## config.mk

```make
export PLATFORM = sky130hd
export DESIGN_NAME = ucs_top
export DESIGN_NICKNAME = d
export VERILOG_FILES = /design/src/verilog/ucs_pkg.sv /design/src/verilog/ucs_match.sv /design/src/verilog/ucs_top.sv
export SDC_FILE = /design/constraint.sdc
export NUM_CORES = 1
export LEC_CHECK = 0
export BUFFER_PORTS_ARGS = -buffer_cell sky130_fd_sc_hd__buf_4
export CAP_MARGIN = 20
export CORE_ASPECT_RATIO = 0.9
export CORE_MARGIN = 2
export CORE_UTILIZATION = 60
export DETAILED_ROUTE_END_ITERATION = 7
export GPL_TIMING_DRIVEN = 0
export HOLD_SLACK_MARGIN = 0.03
export PLACE_DENSITY = 0.84
export REMOVE_ABC_BUFFERS = 1
export SLEW_MARGIN = 25
export SYNTH_ARGS = -nofsm -noshare
export SYNTH_HDL_FRONTEND = slang
export SYNTH_SLANG_ARGS = --single-unit
```

## constraint.sdc

```tcl
create_clock -name pclk -period 9.5 [get_ports pclk]
set_input_delay 2.85 -clock pclk [delete_from_list [all_inputs] [get_ports pclk]]
set_output_delay 2.85 -clock pclk [all_outputs]
set_load 0.01 [all_outputs]
```

## src/verilog/ucs_pkg.sv

```systemverilog
// constants and carrier types for the l3 and snoop event counter
// assumes a single uncore clock and an apb register port
package ucs_pkg;

	// ----------------------------------------------------------
	// register map
	// ----------------------------------------------------------
	localparam logic [11:0] ADDR_CTRL = 12'h000;
	localparam logic [11:0] ADDR_AUX = 12'h004;
	localparam logic [11:0] ADDR_COUNT = 12'h008;
	localparam logic [11:0] ADDR_STATUS = 12'h00c;

	// ctrl fields
	localparam int CTRL_EVT_LSB = 0;
	localparam int CTRL_UMASK_LSB = 8;
	localparam int CTRL_EN_BIT = 16;
	localparam int AUX_W = 4;
	localparam logic [31:0] CTRL_RST = 32'h0000_0000;
	localparam logic [3:0] AUX_RST = 4'h0;

	// ----------------------------------------------------------
	// event numbers
	// ----------------------------------------------------------
	localparam logic [7:0] EVT_L3_HIT = 8'h08;
	localparam logic [7:0] EVT_L3_MISS = 8'h09;
	localparam logic [7:0] EVT_FILL = 8'h0a;
	localparam logic [7:0] EVT_EVICT = 8'h0b;
	localparam logic [7:0] EVT_SNOOP = 8'h0c;

	// unit mask bit positions
	localparam int UM_READ = 0;
	localparam int UM_WB = 1;
	localparam int UM_SNP = 2;
	localparam int UM_GOTO_S = 0;
	localparam int UM_GOTO_I = 1;
	localparam int UM_GOTO_S_HIT = 2;
	localparam int UM_GOTO_I_HIT = 3;

	// aux state-mask bit positions
	localparam int AUX_M = 0;
	localparam int AUX_E = 1;
	localparam int AUX_S = 2;
	localparam int AUX_F = 3;

	// ----------------------------------------------------------
	// carrier types
	// ----------------------------------------------------------
	typedef enum logic [1:0] {
		UCS_K_READ,
		UCS_K_WB,
		UCS_K_SNP
	} ucs_kind_t;

	typedef enum logic [2:0] {
		UCS_ST_M,
		UCS_ST_E,
		UCS_ST_S,
		UCS_ST_I,
		UCS_ST_F
	} ucs_state_t;

	typedef struct packed {
		logic valid;
		logic hit;
		ucs_kind_t kind;
	} ucs_acc_t;

	typedef struct packed {
		logic valid;
		ucs_state_t state;
		logic fwd_m_rio;
	} ucs_fill_t;

	typedef struct packed {
		logic valid;
		ucs_state_t state;
		logic home_remote;
	} ucs_evict_t;

	typedef struct packed {
		logic valid;
		logic to_invalid;
		ucs_state_t prior;
	} ucs_snoop_t;

	typedef struct packed {
		logic valid;
		logic home_remote;
	} ucs_wb_t;

endpackage : ucs_pkg

```

## src/verilog/ucs_match.sv

```systemverilog
// one event source compared against the programmed selection
// assumes occ bits are already in unit-mask layout
`timescale 1ns/1ps
`default_nettype none
module ucs_match #(
	parameter logic [7:0] EVT = 8'h00
) (
	// selection
	input wire logic en,
	input wire logic [7:0] evt_sel,
	input wire logic [7:0] umask,
	// occurrence
	input wire logic [7:0] occ,
	// result
	output logic hit
);

	// ----------------------------------------------------------
	// compare
	// ----------------------------------------------------------
	// combined masks are unions of single bits, so an and suffices
	always_comb begin
		hit = en && (evt_sel == EVT) && ((umask & occ) != 8'h00);
	end

endmodule : ucs_match
`default_nettype wire

```

## src/verilog/ucs_top.sv

```systemverilog
// l3 hit/miss, fill, eviction and snoop event counter with apb port
// assumes occurrence inputs come from logic on pclk, one per cycle
//
// Operation
// - hit event, read mask counts read hits
// - hit event, write mask counts writeback hits
// - hit event, probe mask counts snoop hits
// - hit event, mask 03H counts reads and writes
// - miss event, read mask counts read misses
// - miss event, write mask counts writeback misses
// - miss event, probe mask counts snoop misses
// - miss event, mask 03H counts read and writeback misses
// - fill event counts fills by selected state
// - modified fill only when forwarded by rio
// - evict event counts victims by prior state
// - modified victim written back to its home
// - snoop event, mask 01H counts goto shared
// - snoop event, mask 02H counts goto invalid
//
// Implementation choices: the register offsets and the APB slave port.
`timescale 1ns/1ps
`default_nettype none
module ucs_top #(
	parameter int CNT_W = 32
) (
	// clock and reset
	input wire logic pclk,
	input wire logic presetn,
	input wire logic ce,
	// apb
	input wire logic psel,
	input wire logic penable,
	input wire logic pwrite,
	input wire logic [11:0] paddr,
	input wire logic [31:0] pwdata,
	input wire logic [3:0] pstrb,
	output logic [31:0] prdata,
	output logic pready,
	output logic pslverr,
	// occurrences from the cache pipeline
	input wire ucs_pkg::ucs_acc_t acc,
	input wire ucs_pkg::ucs_fill_t fill,
	input wire ucs_pkg::ucs_evict_t evict,
	input wire ucs_pkg::ucs_snoop_t snoop,
	// cache side actions
	output ucs_pkg::ucs_state_t fill_grant,
	output logic fill_grant_valid,
	output ucs_pkg::ucs_wb_t wb_req
);

	// ----------------------------------------------------------
	// registers
	// ----------------------------------------------------------
	logic [31:0] ctrl_ff;
	logic [3:0] aux_ff;
	logic [CNT_W-1:0] count_ff;
	logic [CNT_W-1:0] nxt_count;
	logic wrap_ff;
	logic [4:0] last_hit_ff;
	logic [31:0] prdata_ff;
	logic pready_ff;
	logic pslverr_ff;
	ucs_pkg::ucs_state_t fill_grant_ff;
	logic fill_grant_valid_ff;
	ucs_pkg::ucs_wb_t wb_req_ff;
	ucs_pkg::ucs_state_t nxt_grant;

	// ----------------------------------------------------------
	// decoded selection
	// ----------------------------------------------------------
	logic en;
	logic [7:0] evt_sel;
	logic [7:0] umask;

	always_comb begin
		en = ctrl_ff[ucs_pkg::CTRL_EN_BIT];
		evt_sel = ctrl_ff[ucs_pkg::CTRL_EVT_LSB +: 8];
		umask = ctrl_ff[ucs_pkg::CTRL_UMASK_LSB +: 8];
	end

	// ----------------------------------------------------------
	// apb decode
	// ----------------------------------------------------------
	logic setup;
	logic wr_done;
	logic mapped;
	logic [31:0] wmask;
	logic [31:0] rd_mux;

	always_comb begin
		setup = psel && !penable;
		wr_done = psel && penable && pready_ff && pwrite;
		mapped = (paddr == ucs_pkg::ADDR_CTRL) ||
			(paddr == ucs_pkg::ADDR_AUX) ||
			(paddr == ucs_pkg::ADDR_COUNT) ||
			(paddr == ucs_pkg::ADDR_STATUS);
		wmask = {{8{pstrb[3]}}, {8{pstrb[2]}},
			{8{pstrb[1]}}, {8{pstrb[0]}}};
	end

	// narrow fields read in the low bits, upper bits zero
	always_comb begin
		rd_mux = 32'h0000_0000;
		case (paddr)
		ucs_pkg::ADDR_CTRL: begin
			rd_mux[16:0] = ctrl_ff[16:0];
		end
		ucs_pkg::ADDR_AUX: begin
			rd_mux[3:0] = aux_ff;
		end
		ucs_pkg::ADDR_COUNT: begin
			rd_mux = 32'(count_ff);
		end
		ucs_pkg::ADDR_STATUS: begin
			rd_mux[4:0] = last_hit_ff;
			rd_mux[8] = wrap_ff;
		end
		default: begin
			rd_mux = 32'h0000_0000;
		end
		endcase
	end

	// ----------------------------------------------------------
	// apb answer
	// ----------------------------------------------------------
	// one wait-free access phase: pready rises for the access cycle
	always_ff @(posedge pclk or negedge presetn) begin
		if (!presetn) begin
			pready_ff <= 1'b0;
			pslverr_ff <= 1'b0;
			prdata_ff <= 32'h0000_0000;
		end else if (ce) begin
			pready_ff <= setup;
			pslverr_ff <= setup && !mapped;
			if (setup && !pwrite) begin
				prdata_ff <= mapped ? rd_mux : 32'h0000_0000;
			end
		end
	end

	// ----------------------------------------------------------
	// control registers
	// ----------------------------------------------------------
	always_ff @(posedge pclk or negedge presetn) begin
		if (!presetn) begin
			ctrl_ff <= ucs_pkg::CTRL_RST;
		end else if (ce) begin
			if (wr_done && paddr == ucs_pkg::ADDR_CTRL) begin
				ctrl_ff <= (ctrl_ff & ~wmask) | (pwdata & wmask);
			end
		end
	end

	// aux state mask qualifies the snoop hit sub-events
	always_ff @(posedge pclk or negedge presetn) begin
		if (!presetn) begin
			aux_ff <= ucs_pkg::AUX_RST;
		end else if (ce) begin
			if (wr_done && paddr == ucs_pkg::ADDR_AUX && pstrb[0]) begin
				aux_ff <= pwdata[3:0];
			end
		end
	end

	// ----------------------------------------------------------
	// occurrence bits in unit-mask layout
	// ----------------------------------------------------------
	logic [7:0] acc_bits;
	logic [7:0] fill_bits;
	logic [7:0] evict_bits;
	logic [7:0] snoop_bits;
	logic [3:0] prior_oh;

	always_comb begin
		acc_bits = 8'h00;
		if (acc.valid) begin
			case (acc.kind)
			ucs_pkg::UCS_K_READ: begin
				acc_bits[ucs_pkg::UM_READ] = 1'b1;
			end
			ucs_pkg::UCS_K_WB: begin
				acc_bits[ucs_pkg::UM_WB] = 1'b1;
			end
			ucs_pkg::UCS_K_SNP: begin
				acc_bits[ucs_pkg::UM_SNP] = 1'b1;
			end
			default: begin
				acc_bits = 8'h00;
			end
			endcase
		end
	end

	// fill state as m/e/s/f bits, taken from the granted state
	always_comb begin
		fill_bits = 8'h00;
		if (fill.valid) begin
			case (nxt_grant)
			ucs_pkg::UCS_ST_M: begin
				fill_bits[0] = 1'b1;
			end
			ucs_pkg::UCS_ST_E: begin
				fill_bits[1] = 1'b1;
			end
			ucs_pkg::UCS_ST_S: begin
				fill_bits[2] = 1'b1;
			end
			ucs_pkg::UCS_ST_F: begin
				fill_bits[3] = 1'b1;
			end
			default: begin
				fill_bits = 8'h00;
			end
			endcase
		end
	end

	// victim state as m/e/s/i/f bits
	always_comb begin
		evict_bits = 8'h00;
		if (evict.valid) begin
			case (evict.state)
			ucs_pkg::UCS_ST_M: begin
				evict_bits[0] = 1'b1;
			end
			ucs_pkg::UCS_ST_E: begin
				evict_bits[1] = 1'b1;
			end
			ucs_pkg::UCS_ST_S: begin
				evict_bits[2] = 1'b1;
			end
			ucs_pkg::UCS_ST_I: begin
				evict_bits[3] = 1'b1;
			end
			ucs_pkg::UCS_ST_F: begin
				evict_bits[4] = 1'b1;
			end
			default: begin
				evict_bits = 8'h00;
			end
			endcase
		end
	end

	// prior state in aux layout; an invalid line matches no mask
	always_comb begin
		prior_oh = 4'h0;
		case (snoop.prior)
		ucs_pkg::UCS_ST_M: begin
			prior_oh[ucs_pkg::AUX_M] = 1'b1;
		end
		ucs_pkg::UCS_ST_E: begin
			prior_oh[ucs_pkg::AUX_E] = 1'b1;
		end
		ucs_pkg::UCS_ST_S: begin
			prior_oh[ucs_pkg::AUX_S] = 1'b1;
		end
		ucs_pkg::UCS_ST_F: begin
			prior_oh[ucs_pkg::AUX_F] = 1'b1;
		end
		default: begin
			prior_oh = 4'h0;
		end
		endcase
	end

	always_comb begin
		snoop_bits = 8'h00;
		if (snoop.valid) begin
			snoop_bits[ucs_pkg::UM_GOTO_S] = !snoop.to_invalid;
			snoop_bits[ucs_pkg::UM_GOTO_I] = snoop.to_invalid;
			snoop_bits[ucs_pkg::UM_GOTO_S_HIT] = !snoop.to_invalid &&
				((prior_oh & aux_ff) != 4'h0);
			snoop_bits[ucs_pkg::UM_GOTO_I_HIT] = snoop.to_invalid &&
				((prior_oh & aux_ff) != 4'h0);
		end
	end

	// ----------------------------------------------------------
	// event matchers
	// ----------------------------------------------------------
	logic [4:0] hits;
	logic [7:0] hit_occ;
	logic [7:0] miss_occ;

	// mask 03H covers reads and writes by the same bitwise test
	always_comb begin
		hit_occ = acc.hit ? acc_bits : 8'h00;
		miss_occ = acc.hit ? 8'h00 : acc_bits;
	end

	ucs_match #(.EVT(ucs_pkg::EVT_L3_HIT)) u_hit (
		.en(en),
		.evt_sel(evt_sel),
		.umask(umask),
		.occ(hit_occ),
		.hit(hits[0])
	);

	// writeback misses should never occur; counted if they do
	ucs_match #(.EVT(ucs_pkg::EVT_L3_MISS)) u_miss (
		.en(en),
		.evt_sel(evt_sel),
		.umask(umask),
		.occ(miss_occ),
		.hit(hits[1])
	);

	ucs_match #(.EVT(ucs_pkg::EVT_FILL)) u_fill (
		.en(en),
		.evt_sel(evt_sel),
		.umask(umask),
		.occ(fill_bits),
		.hit(hits[2])
	);

	ucs_match #(.EVT(ucs_pkg::EVT_EVICT)) u_evict (
		.en(en),
		.evt_sel(evt_sel),
		.umask(umask),
		.occ(evict_bits),
		.hit(hits[3])
	);

	ucs_match #(.EVT(ucs_pkg::EVT_SNOOP)) u_snoop (
		.en(en),
		.evt_sel(evt_sel),
		.umask(umask),
		.occ(snoop_bits),
		.hit(hits[4])
	);

	// ----------------------------------------------------------
	// counter
	// ----------------------------------------------------------
	logic [2:0] inc;
	logic cnt_wr;

	// all matchers share evt_sel, so at most one source counts in one cycle
	always_comb begin
		inc = 3'd0;
		for (int i = 0; i < 5; i++) begin
			inc = inc + {2'b00, hits[i]};
		end
		cnt_wr = wr_done && paddr == ucs_pkg::ADDR_COUNT;
		nxt_count = count_ff + CNT_W'(inc);
	end

	// a software write wins over a same-cycle increment
	always_ff @(posedge pclk or negedge presetn) begin
		if (!presetn) begin
			count_ff <= '0;
		end else if (ce) begin
			if (cnt_wr) begin
				count_ff <= CNT_W'(pwdata);
			end else begin
				count_ff <= nxt_count;
			end
		end
	end

	// wrap is sticky; a count write loads anew, so no wrap lands then
	always_ff @(posedge pclk or negedge presetn) begin
		if (!presetn) begin
			wrap_ff <= 1'b0;
		end else if (ce) begin
			if (!cnt_wr && nxt_count < count_ff) begin
				wrap_ff <= 1'b1;
			end else if (cnt_wr) begin
				wrap_ff <= 1'b0;
			end
		end
	end

	always_ff @(posedge pclk or negedge presetn) begin
		if (!presetn) begin
			last_hit_ff <= 5'b0_0000;
		end else if (ce) begin
			last_hit_ff <= hits;
		end
	end

	// ----------------------------------------------------------
	// fill state grant
	// ----------------------------------------------------------
	// an m fill without a forwarded rio line is demoted to e
	always_comb begin
		nxt_grant = fill.state;
		if (fill.state == ucs_pkg::UCS_ST_M && !fill.fwd_m_rio) begin
			nxt_grant = ucs_pkg::UCS_ST_E;
		end
	end

	always_ff @(posedge pclk or negedge presetn) begin
		if (!presetn) begin
			fill_grant_ff <= ucs_pkg::UCS_ST_I;
			fill_grant_valid_ff <= 1'b0;
		end else if (ce) begin
			fill_grant_valid_ff <= fill.valid;
			if (fill.valid) begin
				fill_grant_ff <= nxt_grant;
			end
		end
	end

	// ----------------------------------------------------------
	// modified victim writeback
	// ----------------------------------------------------------
	always_ff @(posedge pclk or negedge presetn) begin
		if (!presetn) begin
			wb_req_ff <= '0;
		end else if (ce) begin
			wb_req_ff.valid <= evict.valid &&
				evict.state == ucs_pkg::UCS_ST_M;
			wb_req_ff.home_remote <= evict.home_remote;
		end
	end

	// ----------------------------------------------------------
	// outputs
	// ----------------------------------------------------------
	always_comb begin
		prdata = prdata_ff;
		pready = pready_ff;
		pslverr = pslverr_ff;
		fill_grant = fill_grant_ff;
		fill_grant_valid = fill_grant_valid_ff;
		wb_req = wb_req_ff;
	end

endmodule : ucs_top
`default_nettype wire

```

==> results of run 1 <==
==> worst reg2reg max path, delay by kind of cell, from the launching register on <==
family / cells / cell delay, ns
and+or+nand+nor: 12 / 2.67
AOI/OAI and AO/OA: 3 / 0.58
xor gates and xnor gates: 1 / 0.15
DFF: 1 / 0.40
adders and majority gates: 5 / 1.59
buffers and inverters: 2 / 0.16
==> cells in the mapped netlist, types with 3 or more instances <==
cell      instances
nor4_1            8
mux4_2            4
inv_1            33
nor3_1            8
a211o_1           3
fa_1              3
o22ai_1           6
dfrtp_1          97
buf_6             3
o31ai_1           6
a21oi_1          23
buf_1             3
o21ai_0          76
nand4_1          16
nand3b_1          3
xor2_1           12
ha_1             20
and3_1            7
nor2b_1           6
o211ai_1         17
nor2_1           43
nand2_1         101
mux2_2           27
buf_2             5
clkbuf_1         23
nand3_1          24
nand2b_1          3
mux2i_1          11
or3_1             3
a22oi_1          16
a31oi_1          10
==> power by group through the flow <==
| stage | Clock (uW) | Combinational [uW] | Sequential [uW] |
|---|---|---|---|
| final | 312 | 161 | 461 |
| after global routing | 332 | 180 | 464 |
| after CTS | 315 | 160 | 460 |
| after detailed placement | 0 | 159 | 468 |
| after global placement | 0 | 152 | 467 |
| after floorplan | 0 | 90.4 | 464 |
==> worst paths after layout <==
kind / end / startpoint / cells past startpoint / slack, ns
worst max-delay path: wrap_ff / fill[3] / 24 / 1.94
min in group asynchronous: fill_grant[2] / presetn / 1 / 2.52
max in group asynchronous: aux_ff[0] / presetn / 1 / 6.30
worst min-delay path: prdata[22] / prdata[22] / 2 / 0.49
worst min register to register: prdata[22] / prdata[22] / 2 / 0.49
worst max register to register: wrap_ff / register / 23 / 3.84
==> cell type report <==
type / count / area share (%)
multi-input combinational: 489 / 44.95
sequential: 99 / 35.20
timing repair buffer: 115 / 12.52
tap: 126 / 2.238
clock buffer: 10 / 1.953
inverter: 34 / 1.811
clock inverter: 6 / 1.332
==> metal layers <==
layer | part of all wire (%) | routed length [um] | vias to the layer above
li1 | - | - | 2543
met1 | 42 | 6369 | 2591
met2 | 47 | 7238 | 261
met3 | 9.1 | 1389 | 29
met4 | 1.9 | 288 | 0
met5 | 0 | 0 | -
==> logic make-up (layout without fill, tap and decap cells) <==
family	after synthesis	after routing	synth area share, %
and+or+nand+nor	241	241	20.11
AOI/OAI and AO/OA	169	169	17.32
DFF	99	99	41.92
buffers and inverters	68	165	4.801
muxes	42	42	8.524
adders and majority gates	23	23	5.245
xor gates and xnor gates	14	14	2.073
==> stage by stage <==
stage               hold slack [ns]  std cells
global placement             0.4592        859
finish                       0.4865        879
global route                 0.5233        879
detailed placement           0.4720        863
floorplan                    0.4448        622
CTS                          0.4932        879
==> impl_metrics.json, run 1 <==
{
  "layout_commonest_cell": "buf_4",
  "slew_headroom_pct": 39.12,
  "fin_crit_sh_pct": 79.55,
  "place_area_um2": 6814,
  "intPower_uw": 670.1,
  "fp.dieH_um": 98.20,
  "grt_max_degree": 100,
  "ys_seq_elements": 99,
  "place.gp.congestion": 0.8882,
  "period_needed_ns": 7.557,
  "peakVddDrop_uv": 115.0,
  "clock-root-buffer": "clkbuf_8",
  "slew_viol_final": 0,
  "criticalPathCategory": "in -> reg",
  "cp-end-kind": "register",
  "cp.arrival_ns": 7.82,
  "crit_path_cell_trace": "buf_4 -> nor2b_1 -> o22ai_1 -> and4b_1 -> nand4_1 -> nor2_1 -> fa_1 -> inv_1 -> fa_1 -> inv_1 -> ha_1 -> fa_1 -> a21oi_1 -> nor2_1 -> nand3_1 -> nor2_1 -> nand2_1 -> nor4_1 -> ha_1 -> xnor2_1 -> nor4_1 -> nand2_1 -> a221o_2 -> o2111a_1",
  "routedWlPerCell_um": 17.39,
  "finalCoreUtilization_pct": 73.28,
  "clk_latency_ns": 0.37,
  "htreeDepth": 3,
  "drt_wl_total_um": 15290,
  "cp_top_family": "simple AND/OR/NAND/NOR gates",
  "clockBufferDepth": 2,
  "status": "finished, final reports clean",
  "fin_tns_setup_ns": 0,
  "leakage_uw": 0.003271,
  "worst_pin_slew_ns": 0.9132,
  "synth_area_um2": 5916,
  "ant_nets": 0,
  "p_switching_uw": 263.6,
  "diodes": 0,
  "hpwlAfterDp_um": 11090,
  "n_fill_cell": 722,
  "setup_viol": 0,
  "grt_pass1_vias": 5240,
  "syn_area_per_cell_um2": 9.018,
  "synth_edf_count": 0,
  "yosysSeqAreaShare_pct": 41.92,
  "report.power.total_uw": 933.7,
  "numCtsBuffers": 9,
  "synth_top_area_share_pct": 41.03,
  "port_buffers": 111,
  "track_usage_pct": 29.99,
  "cts_sinks": 99,
  "hold_class": "reg -> reg",
  "die_area_um2": 10670,
  "grt_pass1_wl_um": 25380,
  "ctsHoldBuffers": 0,
  "final_area_um2": 7046,
  "p_clk_share_pct": 33.4,
  "critPathLaunchType": "primary input",
  "yosysWarnings": 0,
  "cts_setup_buffers": 0,
  "via_count": 5424,
  "regArea_um2": 2480,
  "synthArstFlopShare_pct": 100.0,
  "busiest_layer": "met2",
  "layout_setup_ws_ns": 1.943,
  "pre_cts_ws_ns": 1.600,
  "power_switching_share_pct": 28.23,
  "vias_per_cell": 6.171,
  "multi_input_area_um2": 3167,
  "initial_core_util_pct": 61.53,
  "layout-drive-gt1-share_pct": 23.90,
  "rsz0062_at_grt": "no",
  "synth_ff_type": "dfrtp_1",
  "cts_resized": 0,
  "combPwrFrac_pct": 17.2,
  "synth.top_cells.by_area": "dfrtp_1 (41%), o21ai_0 (6.4%), nand2_1 (6.4%), mux2_2 (5.1%), ha_1 (4.2%)",
  "use_met3_pct": 6.342,
  "ios": 113,
  "fin_worst_skew_ns": 0.01355,
  "max_stage_delay_ns": 0.47,
  "syn_inst": 656,
  "drt_iter0_drc": 466,
  "clk_pin_slew_ns": 0.10,
  "groute.layer.met2.usage_pct": 47.60,
  "fmax_mhz": 132.3,
  "synth_cell_types": 60,
  "path_buf_inv": 3,
  "drv_cap": 0,
  "fp-row-count": 34,
  "critPathSlowestCell": "fa_1",
  "fin_nets": 844,
  "core_area_um2": 9614,
  "fp.dieW_um": 108.7,
  "cts_tree": "yes",
  "synth_top_cell_by_area": "dfrtp_1",
  "required_ns": 9.76,
  "grtUsageMet1_pct": 41.65,
  "p_per_area_nw_per_um2": 132.5,
  "drt_pre_antenna_iters": 5,
  "hold_violations": 0,
  "sequentialPowerShare_pct": 49.4,
  "drcViolationCount": 0,
  "grt_overflow": 0,
  "antenna_found_initial": 0,
  "syn_to_final_growth_pct": 19.10,
  "most-common-layout-cells": "buf_4 (111), nand2_1 (101), dfrtp_1 (97), o21ai_0 (76), nor2_1 (43)",
  "path_max_fanout": 6
}
Note: power is estimated with default switching activity, not from simulation.
==> inputs of run 2 (changes only) <==
--- a/config.mk
+++ b/config.mk
@@ -9,11 +9,11 @@
 export CAP_MARGIN = 20
 export CORE_ASPECT_RATIO = 0.9
 export CORE_MARGIN = 2
-export CORE_UTILIZATION = 60
+export CORE_UTILIZATION = 56
 export DETAILED_ROUTE_END_ITERATION = 7
 export GPL_TIMING_DRIVEN = 0
 export HOLD_SLACK_MARGIN = 0.03
-export PLACE_DENSITY = 0.84
+export PLACE_DENSITY = 0.79
 export REMOVE_ABC_BUFFERS = 1
 export SLEW_MARGIN = 25
 export SYNTH_ARGS = -nofsm -noshare
==> constraint.sdc (replaced) <==
create_clock -name pclk -period 7.2 [get_ports pclk]
set_input_delay 2.16 -clock pclk [delete_from_list [all_inputs] [get_ports pclk]]
set_output_delay 2.16 -clock pclk [all_outputs]
set_load 0.01 [all_outputs]
==> run 2 against run 1 <==
Against the previous run:
- register-to-register slack worse by 2.3 ns
- largest power group unchanged
- count of clock-buffer cells in the layout down 1
- total power grew 43%
- critical endpoint unchanged
==> impl_metrics.json, run 2 (synthesis gave the netlist of run 1 again) <==
{
  "rsz0062_at_grt": "no",
  "numCtsBuffers": 9,
  "initial_core_util_pct": 57.73,
  "p_per_area_nw_per_um2": 186.3,
  "hold_class": "reg -> reg",
  "criticalPathCategory": "in -> reg",
  "grt_max_degree": 100,
  "cp_top_family": "simple AND/OR/NAND/NOR gates",
  "antenna_found_initial": 0,
  "port_buffers": 111,
  "pre_cts_ws_ns": -0.06777,
  "fp.dieH_um": 101.5,
  "clock-root-buffer": "clkbuf_16",
  "slew_headroom_pct": 38.28,
  "hpwlAfterDp_um": 11060,
  "cts_setup_buffers": 0,
  "rrSetupSlack_ns": 1.53,
  "worst_pin_slew_ns": 0.9258,
  "path_buf_inv": 3,
  "ios": 113,
  "max_stage_delay_ns": 0.45,
  "fin_tns_setup_ns": 0,
  "fin_nets": 844,
  "vias_per_cell": 6.078,
  "cp-end-kind": "register",
  "core_area_um2": 10250,
  "fin_worst_skew_ns": 0.004449,
  "place_area_um2": 6818,
  "grt_overflow": 0,
  "cp.arrival_ns": 7.09,
  "hold_violations": 0,
  "path_max_fanout": 6,
  "drv_cap": 0,
  "crit_top_cell": "fa_1",
  "clk_pin_slew_ns": 0.07,
  "most-common-layout-cells": "buf_4 (111), nand2_1 (101), dfrtp_1 (97), o21ai_0 (76), nor2_1 (42)",
  "ant_nets": 0,
  "die_area_um2": 11400,
  "cts_sinks": 99,
  "track_usage_pct": 27.60,
  "syn_to_final_growth_pct": 20.75,
  "fp-row-count": 35,
  "required_ns": 7.44,
  "crit_path_cell_trace": "buf_4 -> nor2b_1 -> o22ai_1 -> and4b_1 -> nand4_1 -> nor2_1 -> fa_1 -> inv_1 -> fa_1 -> inv_1 -> ha_1 -> fa_1 -> a21oi_1 -> nor2_1 -> nand3_1 -> nor2_2 -> nand2_1 -> nor4_2 -> ha_1 -> xnor2_1 -> nor4_2 -> nand2_1 -> a221o_2 -> o2111a_1",
  "layout-drive-gt1-share_pct": 24.30,
  "final_area_um2": 7143,
  "layout_setup_ws_ns": 0.3512,
  "fp.dieW_um": 112.3,
  "cts_tree": "yes",
  "grt_pass1_vias": 5105,
  "htreeDepth": 3,
  "via_count": 5361,
  "fin_crit_sh_pct": 95.12,
  "leakage_uw": 0.003304,
  "drcViolationCount": 0,
  "layout_commonest_cell": "buf_4",
  "drt_iter0_drc": 537,
  "critPathLaunchType": "primary input",
  "finalCoreUtilization_pct": 69.71,
  "drt_pre_antenna_iters": 6,
  "status": "finished, final reports clean",
  "clk_latency_ns": 0.35,
  "period_needed_ns": 6.849,
  "clockBufferDepth": 2,
  "drt_wl_total_um": 15470,
  "setup_viol": 0,
  "routedWlPerCell_um": 17.54,
  "n_fill_cell": 825,
  "hold_ws_ns": 0.4854,
  "diodes": 0,
  "peakVddDrop_uv": 129.6,
  "place.gp.congestion": 0.9112,
  "critPathSlowestCell": "fa_1",
  "fmax_mhz": 146.0,
  "slew_viol_final": 0,
  "grt_pass1_wl_um": 25270
}
-- run 2: where the power goes --
part / internal (uW) / leakage (uW) / switching (uW)
clock: 276 / 0.000146 / 232
combinational: 97.5 / 0.00184 / 117
sequential: 578 / 0.00132 / 29.7
-- run 2: layout make-up --
cell class                 count  area, um^2  area share, %
timing repair buffer         115       882.1          12.35
clock inverter                 7       85.08          1.191
clock buffer                   9       225.2          3.153
inverter                      34       127.6          1.787
sequential                    99        2480          34.72
tap                          129       161.4          2.260
multi-input combinational    489        3182          44.54
-- run 2: path summary, 6_finish.rpt --
kind                                 from              to  cells past startpoint
worst max-delay path              fill[3]         wrap_ff                     24
worst min register to register  prdata[0]       prdata[0]                      2
max in group asynchronous         presetn  last_hit_ff[1]                      1
min in group asynchronous         presetn   fill_grant[2]                      1
worst max register to register   register         wrap_ff                     23
worst min-delay path            prdata[0]       prdata[0]                      2
-- run 2: metal layers --
layer / GRT usage [%] / share of wire, % / routed length (um) / up-vias
met4: 7.880 / 1.7 / 266 / 0
met3: 4.608 / 7.3 / 1125 / 23
li1: - / - / - / 2540
met5: 0 / 0 / 0 / -
met2: 43.93 / 47 / 7245 / 228
met1: 39.64 / 44 / 6835 / 2570
-- run 2: timing repair --
action,CTS,global route
hold buffers,0,0
setup endpoints to repair,0,1
gates resized for setup,0,3
-- run 2: per-stage QoR --
| step | instances | total power, uW |
|---|---|---|
| floorplan | 622 | 732.0 |
| global placement | 862 | 817.1 |
| detailed placement | 866 | 827.7 |
| CTS | 882 | 1333 |
| global route | 882 | 1383 |
| finish | 882 | 1331 |
-- run 2: worst register-to-register path: stages (launching register included) --
cell	delay, ns
dfrtp_1	0.41
nor4_1	0.32
nand3_1	0.21
nor2_1	0.24
nand3_1	0.14
nor2_1	0.21
fa_1	0.44
inv_1	0.08
fa_1	0.41
inv_1	0.07
ha_1	0.19
fa_1	0.22
a21oi_1	0.13
nor2_1	0.14
nand3_1	0.14
nor2_2	0.28
nand2_1	0.20
nor4_2	0.31
ha_1	0.31
xnor2_1	0.19
nor4_2	0.34
nand2_1	0.11
a221o_2	0.32
o2111a_1	0.14
